### src/sdc_pkg.sv
// Constants shared by the sub-audio digital code decoder files.
package sdc_pkg;

   ////////////////////////////////////////////////////////////////////////////////////////////
   // Clock and signalling rates
   localparam longint CLK_HZ          = 64'd10000000;
   localparam longint BIT_RATE_MBPS   = 64'd134400;
   localparam longint BIT_TOL_MBPS    = 64'd400;
   localparam longint TONE_MHZ        = 64'd134400;
   localparam longint TONE_TOL_MHZ    = 64'd500;
   localparam longint TONE_MIN_MS     = 64'd150;
   localparam longint TONE_MAX_MS     = 64'd200;

   // Nominal bit period in clock cycles
   localparam int BIT_CYCLES     = int'((CLK_HZ * 64'd1000) / BIT_RATE_MBPS);
   // Shortest and longest tone half period in clock cycles
   localparam int TONE_HALF_MIN  = int'((CLK_HZ * 64'd1000) / (64'd2 * (TONE_MHZ + TONE_TOL_MHZ)));
   localparam int TONE_HALF_MAX  = int'((CLK_HZ * 64'd1000) / (64'd2 * (TONE_MHZ - TONE_TOL_MHZ)));
   // Half periods that make up the least tone duration, rounded up
   localparam int TONE_MIN_HALVES =
      int'((TONE_MIN_MS * TONE_MHZ * 64'd2 + 64'd999999) / 64'd1000000);

   ////////////////////////////////////////////////////////////////////////////////////////////
   // Code layout and matching
   localparam int CODE_MAX_BITS  = 24;
   localparam int CODE_SHORT_BITS = 23;
   localparam int FIELD_BITS     = 12;
   localparam int MAX_ERRORS     = 3;
   localparam int FLAG_EVERY     = 4;

   ////////////////////////////////////////////////////////////////////////////////////////////
   // Front end filter shifts and buffering
   localparam int LPF_SHIFT      = 6;
   localparam int EQ_SHIFT       = 2;
   localparam int ENV_SHIFT      = 5;
   localparam int HYST_SHIFT     = 2;
   localparam int FIFO_DEPTH     = 32;
   localparam int FIFO_WIDTH     = 1;

endpackage

### src/sdc_decoder.sv
// Sub-audio digital code decoder: filter, slicer, bit timing, correlator, turn-off tone.
`timescale 1ns/100ps

// Notes on behaviour
// - Input is NRZ at 134.4 bit/s; timing realigns on every edge to absorb drift.
// - Any programmed code of 23 or 24 bits, length picked by configuration.
// - Mode A: positive shift is one; mode B inverts the mapping.
// - Received bits are compared only against the programmed code words.
// - First received bit is matched to code bit 0, last to the top bit.
// - Match is declared when three or fewer bit positions differ.
// - Flag reads zero after any evaluation at which the match condition fails.
// - Flag is re-evaluated once after every fourth received bit.
// - Turn-off tone is 134.4 Hz within 0.5 Hz lasting 150 to 200 ms; the detector fires once 150 ms is reached and checks no upper limit.
// - Detected turn-off tone with option set raises the squelch interrupt.
// - Signal is low-pass filtered, equalised, sliced and level detected first.
// - Code held as upper field bits 23..12 and lower field bits 11..0.
module sdc_decoder #(
   parameter int SAMPLE_W   = 12,
   parameter int BIT_CYCLES = sdc_pkg::BIT_CYCLES,
   parameter int HALF_MIN   = sdc_pkg::TONE_HALF_MIN,
   parameter int HALF_MAX   = sdc_pkg::TONE_HALF_MAX,
   parameter int FIFO_DEPTH = sdc_pkg::FIFO_DEPTH
) (
   input  wire logic                       ref_clk,
   input  wire logic                       resetn,
   input  wire logic signed [SAMPLE_W-1:0] disc_sample,
   input  wire logic                       sample_valid,
   input  wire logic        [SAMPLE_W-1:0] level_threshold,
   input  wire logic                       polarity_invert,
   input  wire logic                       code_len_24,
   input  wire logic        [11:0]         code_upper,
   input  wire logic        [11:0]         code_lower,
   input  wire logic                       turnoff_enable,
   output logic                            code_detected,
   output logic                            turnoff_irq,
   output logic                            signal_present
);

   ////////////////////////////////////////////////////////////////////////////////////////////
   // Widths and elaboration checks

   localparam int CB     = sdc_pkg::CODE_MAX_BITS;
   localparam int FB     = sdc_pkg::FIELD_BITS;
   localparam int LW     = SAMPLE_W + 2;
   localparam int EW     = LW + sdc_pkg::EQ_SHIFT + 1;
   localparam int PW     = $clog2(BIT_CYCLES);
   localparam int HALF_BIT = BIT_CYCLES / 2;
   localparam int NW     = $clog2(CB + 1);
   localparam int QW     = $clog2(sdc_pkg::FLAG_EVERY);

   if (SAMPLE_W < 4 || BIT_CYCLES < 4 || FIFO_DEPTH < 2)
   begin : g_bad
      $error("sdc_decoder parameters out of range");
   end

   ////////////////////////////////////////////////////////////////////////////////////////////
   // Front end: low pass, equaliser, slicer, level detector

   logic signed [LW-1:0] lpf;
   logic signed [LW-1:0] lpf_prev;
   logic signed [EW-1:0] env;
   logic                 sliced;
   logic                 sliced_prev;
   logic                 slice_edge;

   wire signed [LW-1:0] x_ext     = LW'(disc_sample);
   wire signed [LW-1:0] lpf_step  = (x_ext - lpf) >>> sdc_pkg::LPF_SHIFT;
   wire signed [LW-1:0] next_lpf  = lpf + lpf_step;
   // Boost of the slope restores edges dulled by the low pass
   wire signed [EW-1:0] slope     = EW'(lpf) - EW'(lpf_prev);
   wire signed [EW-1:0] eq_out    = EW'(lpf) + (slope <<< sdc_pkg::EQ_SHIFT);
   wire signed [EW-1:0] eq_mag    = eq_out[EW-1] ? -eq_out : eq_out;
   wire signed [EW-1:0] env_step  = (eq_mag - env) >>> sdc_pkg::ENV_SHIFT;
   wire signed [EW-1:0] next_env  = env + env_step;
   wire signed [EW-1:0] thr_ext   = EW'({1'b0, level_threshold});
   wire signed [EW-1:0] hyst      = thr_ext >>> sdc_pkg::HYST_SHIFT;
   wire                 above     = eq_out > hyst;
   wire                 below     = eq_out < -hyst;

   always_ff @(posedge ref_clk)
   begin
      if (!resetn)
      begin
         lpf      <= '0;
         lpf_prev <= '0;
         env      <= '0;
      end
      else if (sample_valid)
      begin
         lpf      <= next_lpf;
         lpf_prev <= lpf;
         env      <= next_env;
      end
   end

   // Hysteresis keeps noise near zero from chattering the slicer
   always_ff @(posedge ref_clk)
   begin
      if (!resetn)
      begin
         sliced         <= 1'b0;
         signal_present <= 1'b0;
      end
      else if (sample_valid)
      begin
         if (above)
         begin
            sliced <= 1'b1;
         end
         else if (below)
         begin
            sliced <= 1'b0;
         end
         signal_present <= env > thr_ext;
      end
   end

   always_ff @(posedge ref_clk)
   begin
      if (!resetn)
      begin
         sliced_prev <= 1'b0;
         slice_edge  <= 1'b0;
      end
      else
      begin
         sliced_prev <= sliced;
         slice_edge  <= sliced != sliced_prev;
      end
   end

   ////////////////////////////////////////////////////////////////////////////////////////////
   // Bit timing: a free running bit phase that snaps to every data edge

   logic [PW-1:0] phase;
   logic          pend_valid;
   logic          pend_bit;
   logic          fifo_in_ready;

   wire           phase_wrap   = (phase == PW'(BIT_CYCLES - 1));
   wire           sample_point = (phase == PW'(HALF_BIT)) && signal_present;
   // Mode B carries inverted data
   wire           rx_bit       = sliced ^ polarity_invert;

   always_ff @(posedge ref_clk)
   begin
      if (!resetn)
      begin
         phase <= '0;
      end
      else if (slice_edge || phase_wrap)
      begin
         phase <= '0;
      end
      else
      begin
         phase <= phase + 1'b1;
      end
   end

   // A held bit waits while the FIFO is full; a newer bit replaces it
   always_ff @(posedge ref_clk)
   begin
      if (!resetn)
      begin
         pend_valid <= 1'b0;
         pend_bit   <= 1'b0;
      end
      else if (sample_point)
      begin
         pend_valid <= 1'b1;
         pend_bit   <= rx_bit;
      end
      else if (fifo_in_ready)
      begin
         pend_valid <= 1'b0;
      end
   end

   ////////////////////////////////////////////////////////////////////////////////////////////
   // Bit buffer between bit recovery and the correlator

   logic fifo_out_valid;
   logic fifo_out_ready;
   logic fifo_out_bit;

   sdc_fifo #(
      .WIDTH (1),
      .DEPTH (FIFO_DEPTH)
   ) u_fifo (
      .ref_clk   (ref_clk),
      .resetn    (resetn),
      .in_valid  (pend_valid),
      .in_ready  (fifo_in_ready),
      .in_data   (pend_bit),
      .out_valid (fifo_out_valid),
      .out_ready (fifo_out_ready),
      .out_data  (fifo_out_bit)
   );

   ////////////////////////////////////////////////////////////////////////////////////////////
   // Correlator

   logic [CB-1:0] history;
   logic [NW-1:0] fill;
   logic [QW-1:0] quad;
   logic          eval_pend;

   wire  [NW-1:0] code_len   = code_len_24 ? NW'(CB) : NW'(sdc_pkg::CODE_SHORT_BITS);
   wire  [CB-1:0] code_word  = {code_upper, code_lower};
   wire  [CB-1:0] len_mask   = {code_len_24, {(CB - 1){1'b1}}};
   wire           take_bit   = fifo_out_valid && fifo_out_ready;
   wire           window_full = (fill == code_len);
   // New bits enter at the top of the active window so the oldest sits at bit 0
   wire  [CB-1:0] shift_24   = {fifo_out_bit, history[CB-1:1]};
   wire  [CB-1:0] shift_23   = {1'b0, fifo_out_bit, history[CB-2:1]};
   wire  [CB-1:0] next_history = code_len_24 ? shift_24 : shift_23;
   wire  [CB-1:0] mismatch;

   // Stall intake for the evaluation cycle so the window stays frozen
   assign fifo_out_ready = !eval_pend;

   for (genvar i = 0; i < CB; i++)
   begin : g_cmp
      assign mismatch[i] = (history[i] ^ code_word[i]) & len_mask[i];
   end

   function automatic logic [NW-1:0] count_ones(input logic [CB-1:0] v);
      logic [NW-1:0] n;
      n = '0;
      for (int k = 0; k < CB; k++)
      begin
         n = n + NW'(v[k]);
      end
      return n;
   endfunction

   wire [NW-1:0] errors   = count_ones(mismatch);
   wire          matched  = window_full && (errors <= NW'(sdc_pkg::MAX_ERRORS));

   always_ff @(posedge ref_clk)
   begin
      if (!resetn)
      begin
         history <= '0;
         fill    <= '0;
      end
      else if (take_bit)
      begin
         history <= next_history;
         if (!window_full)
         begin
            fill <= fill + 1'b1;
         end
      end
   end

   always_ff @(posedge ref_clk)
   begin
      if (!resetn)
      begin
         quad      <= '0;
         eval_pend <= 1'b0;
      end
      else if (take_bit)
      begin
         quad      <= quad + 1'b1;
         eval_pend <= (quad == QW'(sdc_pkg::FLAG_EVERY - 1));
      end
      else
      begin
         eval_pend <= 1'b0;
      end
   end

   // Flag only moves in the evaluation cycle and holds otherwise
   always_ff @(posedge ref_clk)
   begin
      if (!resetn)
      begin
         code_detected <= 1'b0;
      end
      else if (eval_pend)
      begin
         code_detected <= matched;
      end
   end

   ////////////////////////////////////////////////////////////////////////////////////////////
   // Turn-off tone: the slicer toggles every half period of the tone

   logic tone_event;

   sdc_tone_det #(
      .HALF_MIN (HALF_MIN),
      .HALF_MAX (HALF_MAX),
      .HALVES   (sdc_pkg::TONE_MIN_HALVES)
   ) u_tone (
      .ref_clk    (ref_clk),
      .resetn     (resetn),
      .edge_seen  (slice_edge),
      .enable     (turnoff_enable),
      .tone_event (tone_event)
   );

   // Audio is never muted here; the host acts on this pulse
   always_ff @(posedge ref_clk)
   begin
      if (!resetn)
      begin
         turnoff_irq <= 1'b0;
      end
      else
      begin
         turnoff_irq <= tone_event;
      end
   end

endmodule

### src/sdc_fifo.sv
// Small synchronous FIFO with valid and ready on both sides.
`timescale 1ns/100ps
module sdc_fifo #(
   parameter int WIDTH = sdc_pkg::FIFO_WIDTH,
   parameter int DEPTH = sdc_pkg::FIFO_DEPTH
) (
   input  wire logic             ref_clk,
   input  wire logic             resetn,
   input  wire logic             in_valid,
   output wire logic             in_ready,
   input  wire logic [WIDTH-1:0] in_data,
   output wire logic             out_valid,
   input  wire logic             out_ready,
   output wire logic [WIDTH-1:0] out_data
);
   localparam int AW = $clog2(DEPTH);

   if (DEPTH < 2 || (1 << AW) != DEPTH || WIDTH < 1)
   begin : g_bad
      $error("sdc_fifo needs a power of two depth of at least 2");
   end

   logic [WIDTH-1:0] mem [DEPTH];
   logic [AW:0]      wr_ptr;
   logic [AW:0]      rd_ptr;

   wire       full  = (wr_ptr[AW] != rd_ptr[AW]) && (wr_ptr[AW-1:0] == rd_ptr[AW-1:0]);
   wire       empty = (wr_ptr == rd_ptr);
   wire       push  = in_valid && !full;
   wire       pop   = out_valid && out_ready;

   assign in_ready  = !full;
   assign out_valid = !empty;
   assign out_data  = mem[rd_ptr[AW-1:0]];

   always_ff @(posedge ref_clk)
   begin
      if (push)
      begin
         mem[wr_ptr[AW-1:0]] <= in_data;
      end
   end

   always_ff @(posedge ref_clk)
   begin
      if (!resetn)
      begin
         wr_ptr <= '0;
         rd_ptr <= '0;
      end
      else
      begin
         if (push)
         begin
            wr_ptr <= wr_ptr + 1'b1;
         end
         if (pop)
         begin
            rd_ptr <= rd_ptr + 1'b1;
         end
      end
   end

endmodule

### src/sdc_tone_det.sv
// Turn-off tone detector working on slicer transition spacing.
`timescale 1ns/100ps
module sdc_tone_det #(
   parameter int HALF_MIN = sdc_pkg::TONE_HALF_MIN,
   parameter int HALF_MAX = sdc_pkg::TONE_HALF_MAX,
   parameter int HALVES   = sdc_pkg::TONE_MIN_HALVES
) (
   input  wire logic ref_clk,
   input  wire logic resetn,
   input  wire logic edge_seen,
   input  wire logic enable,
   output logic      tone_event
);
   localparam int CW = $clog2(HALF_MAX + 2);
   localparam int GW = $clog2(HALVES + 1);

   if (HALF_MIN < 1 || HALF_MAX < HALF_MIN || HALVES < 1)
   begin : g_bad
      $error("sdc_tone_det window or length out of range");
   end

   logic [CW-1:0] gap;
   logic [GW-1:0] good;
   logic          fired;

   wire           gap_over = (gap > CW'(HALF_MAX));
   wire           gap_ok   = (gap >= CW'(HALF_MIN)) && !gap_over;
   wire           reached  = (good == GW'(HALVES));

   always_ff @(posedge ref_clk)
   begin
      if (!resetn)
      begin
         gap        <= '0;
         good       <= '0;
         fired      <= 1'b0;
         tone_event <= 1'b0;
      end
      else
      begin
         tone_event <= 1'b0;
         if (edge_seen)
         begin
            gap <= '0;
         end
         else if (!gap_over)
         begin
            gap <= gap + 1'b1;
         end
         // Any off-frequency half period or a stall breaks the run
         if ((edge_seen && !gap_ok) || gap_over)
         begin
            good  <= '0;
            fired <= 1'b0;
         end
         else if (edge_seen && !reached)
         begin
            good <= good + 1'b1;
         end
         // One event per tone burst
         if (reached && !fired && enable)
         begin
            fired      <= 1'b1;
            tone_event <= 1'b1;
         end
      end
   end

endmodule
### config.mk
export PLATFORM = sky130hd
export DESIGN_NAME = sdc_decoder
export DESIGN_NICKNAME = d
export VERILOG_FILES = /design/src/sdc_pkg.sv /design/src/sdc_decoder.sv /design/src/sdc_fifo.sv /design/src/sdc_tone_det.sv
export SDC_FILE = /design/constraint.sdc
export NUM_CORES = 1
export LEC_CHECK = 0
export BUFFER_PORTS_ARGS = -buffer_cell sky130_fd_sc_hd__buf_4
export CELL_PAD_IN_SITES_DETAIL_PLACEMENT = 1
export CELL_PAD_IN_SITES_GLOBAL_PLACEMENT = 1
export CORE_UTILIZATION = 49
export DETAILED_ROUTE_END_ITERATION = 7
export PLACE_DENSITY_LB_ADDON = 0.1
export SLEW_MARGIN = 0
export SYNTH_ARGS = -nofsm -noshare
export SYNTH_HDL_FRONTEND = slang
export SYNTH_HIERARCHICAL = 1
export SYNTH_SLANG_ARGS = --single-unit
### constraint.sdc
create_clock -name ref_clk -period 10.8 [get_ports ref_clk]
set_clock_uncertainty 0.2 [all_clocks]
set_input_delay 0.54 -clock ref_clk [delete_from_list [all_inputs] [get_ports ref_clk]]
set_output_delay 0.54 -clock ref_clk [all_outputs]
set_load 0.05 [all_outputs]
==> flow_metrics.env <==
export IMPL_outcome="finished with violations"
export IMPL_failed_checks="design-rule violations"
export IMPL_startpoint_type="register"
export IMPL_finalCritPeriodShare=0.9160
export IMPL_grt_pass1_vias=11560
export IMPL_syn_inst=1510
export IMPL_drc=7
export IMPL_async_reset_ff_frac=0
export IMPL_critical_path_depth=41
export IMPL_ys_flop_type="dfxtp_1"
export IMPL_critical_path_slowest_cell="dfxtp_1"
export IMPL_area_growth_pct=10.01
export IMPL_overflow=0
export IMPL_rsz0062_at_grt="no"
export IMPL_path_max_fanout=10
export IMPL_ioPinCount=57
export IMPL_synth_fp_nets=1731
export IMPL_critPathMaxStageDelay_ps=550
export IMPL_crit_start="lpf[1]"
export IMPL_syn_area_per_cell_um2=8.729
export IMPL_cts_buffers=17
export IMPL_gp_congestion=0.8581
export IMPL_dp_hpwl_mm=26.03
export IMPL_min_from="turnoff_enable"
export IMPL_fp_row_count=59
export IMPL_root_buffer="clkbuf_16"
export IMPL_min_period_ps=9893
export IMPL_die_width_um=166.0
export IMPL_reg2reg_depth=41
export IMPL_hp_class="input pin to register"
export IMPL_drt_iter0_markers=523
export IMPL_die_height_um=166.0
export IMPL_final_antenna_net_count=0
export IMPL_relSlewSlack=0.3401
export IMPL_postLayoutCoreUtil=0.5533
export IMPL_yosysSeqAreaShare=0.2901
export IMPL_core_area_um2=26210
export IMPL_synth_edf_count=32
export IMPL_avgViaCountPerCell=5.719
export IMPL_ys_seq_elements=175
export IMPL_fin_setup_tns_ps=0
export IMPL_hold_slack_ps=161.0
export IMPL_maxSlewViolCount=0
export IMPL_initial_core_util=0.5029
export IMPL_insertion_delay_ps=440
export IMPL_crit_family="compound AO/OA/AOI/OAI gates"
export IMPL_drive_gt1_frac=0.08280
export IMPL_cp_num_buf_inv=1
export IMPL_setup_viol=0
export IMPL_post_drt_wl_per_cell_um=18.15
export IMPL_cp_required_ps=10920
export IMPL_grt_max_degree=69
export IMPL_synth_cell_types=85
export IMPL_nets=1779
export IMPL_path_clk_slew_ps=70
export IMPL_maxCapViolations=0
export IMPL_max_clock_freq_mhz=101.1
export IMPL_syn_area_um2=13180
export IMPL_rrSetupSlack_ps=910
export IMPL_htree_levels=4
export IMPL_clkSinkCount=175
export IMPL_grt_total_usage=0.2599
export IMPL_vias=10910
export IMPL_cts_buffer_depth=2
export IMPL_drt_pass1_iter_count=7
export IMPL_r2r_end="env[16]"
export IMPL_criticalPathCategory="register to register"
export IMPL_cts_tree="yes"
export IMPL_yosys_warnings=6
export IMPL_finalHoldViolCount=0
export IMPL_endpoint_kind="register"
export IMPL_whs_endpoint="u_tone/tone_event"
export IMPL_die_area_um2=27560
export IMPL_cp_data_arrival_time_ps=10010
export IMPL_grt_pass1_wl_mm=58.28
export IMPL_antenna_found_initial=2
export IMPL_wl_mm=34.61
export IMPL_portBuffers=56
export IMPL_worst_pin_slew_ps=988.4
export IMPL_crit_top_cell="a21oi_1"
export IMPL_worstHoldPathCells=3
export IMPL_r2r_start="lpf[1]"
stage by stage:
| step | instance area, µm² | instances | setup slack, ps |
|---|---|---|---|
| floorplan | 13180 | 1510 | 2164 |
| global placement | 13850 | 1870 | 1242 |
| detailed placement | 13850 | 1870 | 735.4 |
| CTS | 14450 | 1901 | 609.0 |
| global route | 14500 | 1907 | 33.62 |
| finish | 14500 | 1907 | 907.0 |
sequential cells by signal, indices dropped and copies added, names as in the netlist, 2 cells and up, named ones only:
name / flops
lpf_prev: 14
u_fifo/wr_ptr: 6
u_fifo/rd_ptr: 6
u_fifo/mem: 32
u_tone/good: 6
phase: 17
env: 17
fill: 5
u_tone/gap: 16
quad: 2
lpf: 14
history: 24
synth_stat cells (all sizes together) (5+ instances only):
| master | n | area share |
|---|---|---|
| a211oi | 10 | 0.0057 |
| a21boi | 28 | 0.016 |
| a21o | 16 | 0.0092 |
| a21oi | 74 | 0.028 |
| a22oi | 6 | 0.0034 |
| a31oi | 8 | 0.0038 |
| and2 | 24 | 0.012 |
| and3 | 16 | 0.0078 |
| buf | 13 | 0.0075 |
| clkbuf | 21 | 0.0075 |
| dfxtp | 143 | 0.22 |
| edfxtp | 32 | 0.073 |
| fa | 21 | 0.032 |
| ha | 146 | 0.14 |
| inv | 101 | 0.029 |
| mux2i | 57 | 0.043 |
| nand2 | 137 | 0.039 |
| nand2b | 18 | 0.0085 |
| nand3 | 48 | 0.020 |
| nand4 | 17 | 0.0081 |
| nor2 | 133 | 0.038 |
| nor2b | 58 | 0.029 |
| nor3 | 33 | 0.013 |
| nor4 | 14 | 0.0066 |
| o211a | 5 | 0.0038 |
| o21a | 25 | 0.014 |
| o21ai | 64 | 0.024 |
| o21bai | 9 | 0.0051 |
| o31ai | 11 | 0.0073 |
| or2 | 6 | 0.0028 |
| or3 | 12 | 0.0062 |
| xnor2 | 82 | 0.055 |
| xor2 | 58 | 0.039 |
cell type report:
cell class,count,area [µm²]
Antenna cell,2,5.005
Clock buffer,19,454.2
Clock inverter,12,150.1
Fill cell,3123,11710
Inverter,101,382.9
Multi-Input combinational cell,1200,8791
Sequential cell,175,3824
Tap cell,335,419.2
Timing Repair Buffer,63,473.0
cells by family after synthesis:
group,share of synthesized area
mux,0.04329
simple gates,0.2071
compound gates,0.1499
xor+xnor,0.09531
flops,0.2901
fa+ha+maj,0.1705
buf+inv,0.04376
timing repair:
action                                 4_1_cts  5_1_grt
hold buffers                                 0        0
setup endpoints to repair                    0        2
setup buffers                                0        4
resized for setup                            0        3
endpoints found under the hold margin        0        0
worst reg2reg max path: cells and delay by family (launching register included):
family / cells / cell delay [ps]
fa+ha+maj: 4 / 1270
xor+xnor: 6 / 1360
flops: 1 / 550
simple gates: 7 / 980
buf+inv: 1 / 290
compound gates: 23 / 5110
per-layer routing:
layer | routed length, µm | GRT usage | vias to the layer above
met1 | 16160 | 0.3294 | 5351
met5 | 0 | 0 | -
met3 | 861 | 0.03622 | 39
met2 | 17010 | 0.4595 | 129
li1 | - | - | 5387
met4 | 573 | 0.07192 | 0
layout by cell type (no fill, tap or decap), types with 4 or more instances in the layout:
| cell type | count |
|---|---|
| o21bai_1 | 9 |
| and2_1 | 23 |
| mux2i_1 | 57 |
| nand2b_1 | 18 |
| xnor2_1 | 80 |
| inv_6 | 4 |
| a22oi_1 | 6 |
| a21oi_1 | 74 |
| o21ai_0 | 63 |
| and3_1 | 14 |
| buf_4 | 63 |
| dfxtp_1 | 143 |
| nor4_1 | 14 |
| nand3_1 | 46 |
| nor2b_1 | 55 |
| o21a_1 | 24 |
| or3_2 | 5 |
| nor2_1 | 132 |
| o31ai_1 | 10 |
| a21o_1 | 15 |
| fa_1 | 21 |
| or2_2 | 6 |
| o211a_1 | 5 |
| a31oi_1 | 8 |
| nand2_1 | 137 |
| nand4b_1 | 4 |
| or4_1 | 4 |
| clkbuf_16 | 18 |
| ha_1 | 146 |
| a21boi_0 | 28 |
| edfxtp_1 | 32 |
| nor3_1 | 31 |
| or3_1 | 7 |
| a311o_1 | 4 |
| nand4_1 | 17 |
| a211oi_1 | 10 |
| inv_1 | 100 |
| xor2_1 | 58 |
how the worst max path moves through the flow:
stage	to
final	env[16]
after global routing	env[16]
after CTS	env[16]
after detailed placement	env[16]
after global placement	env[16]
after floorplan	env[16]
Power is not shown: default switching activity piles up to over one toggle a cycle in this logic, so the estimate is an artifact.
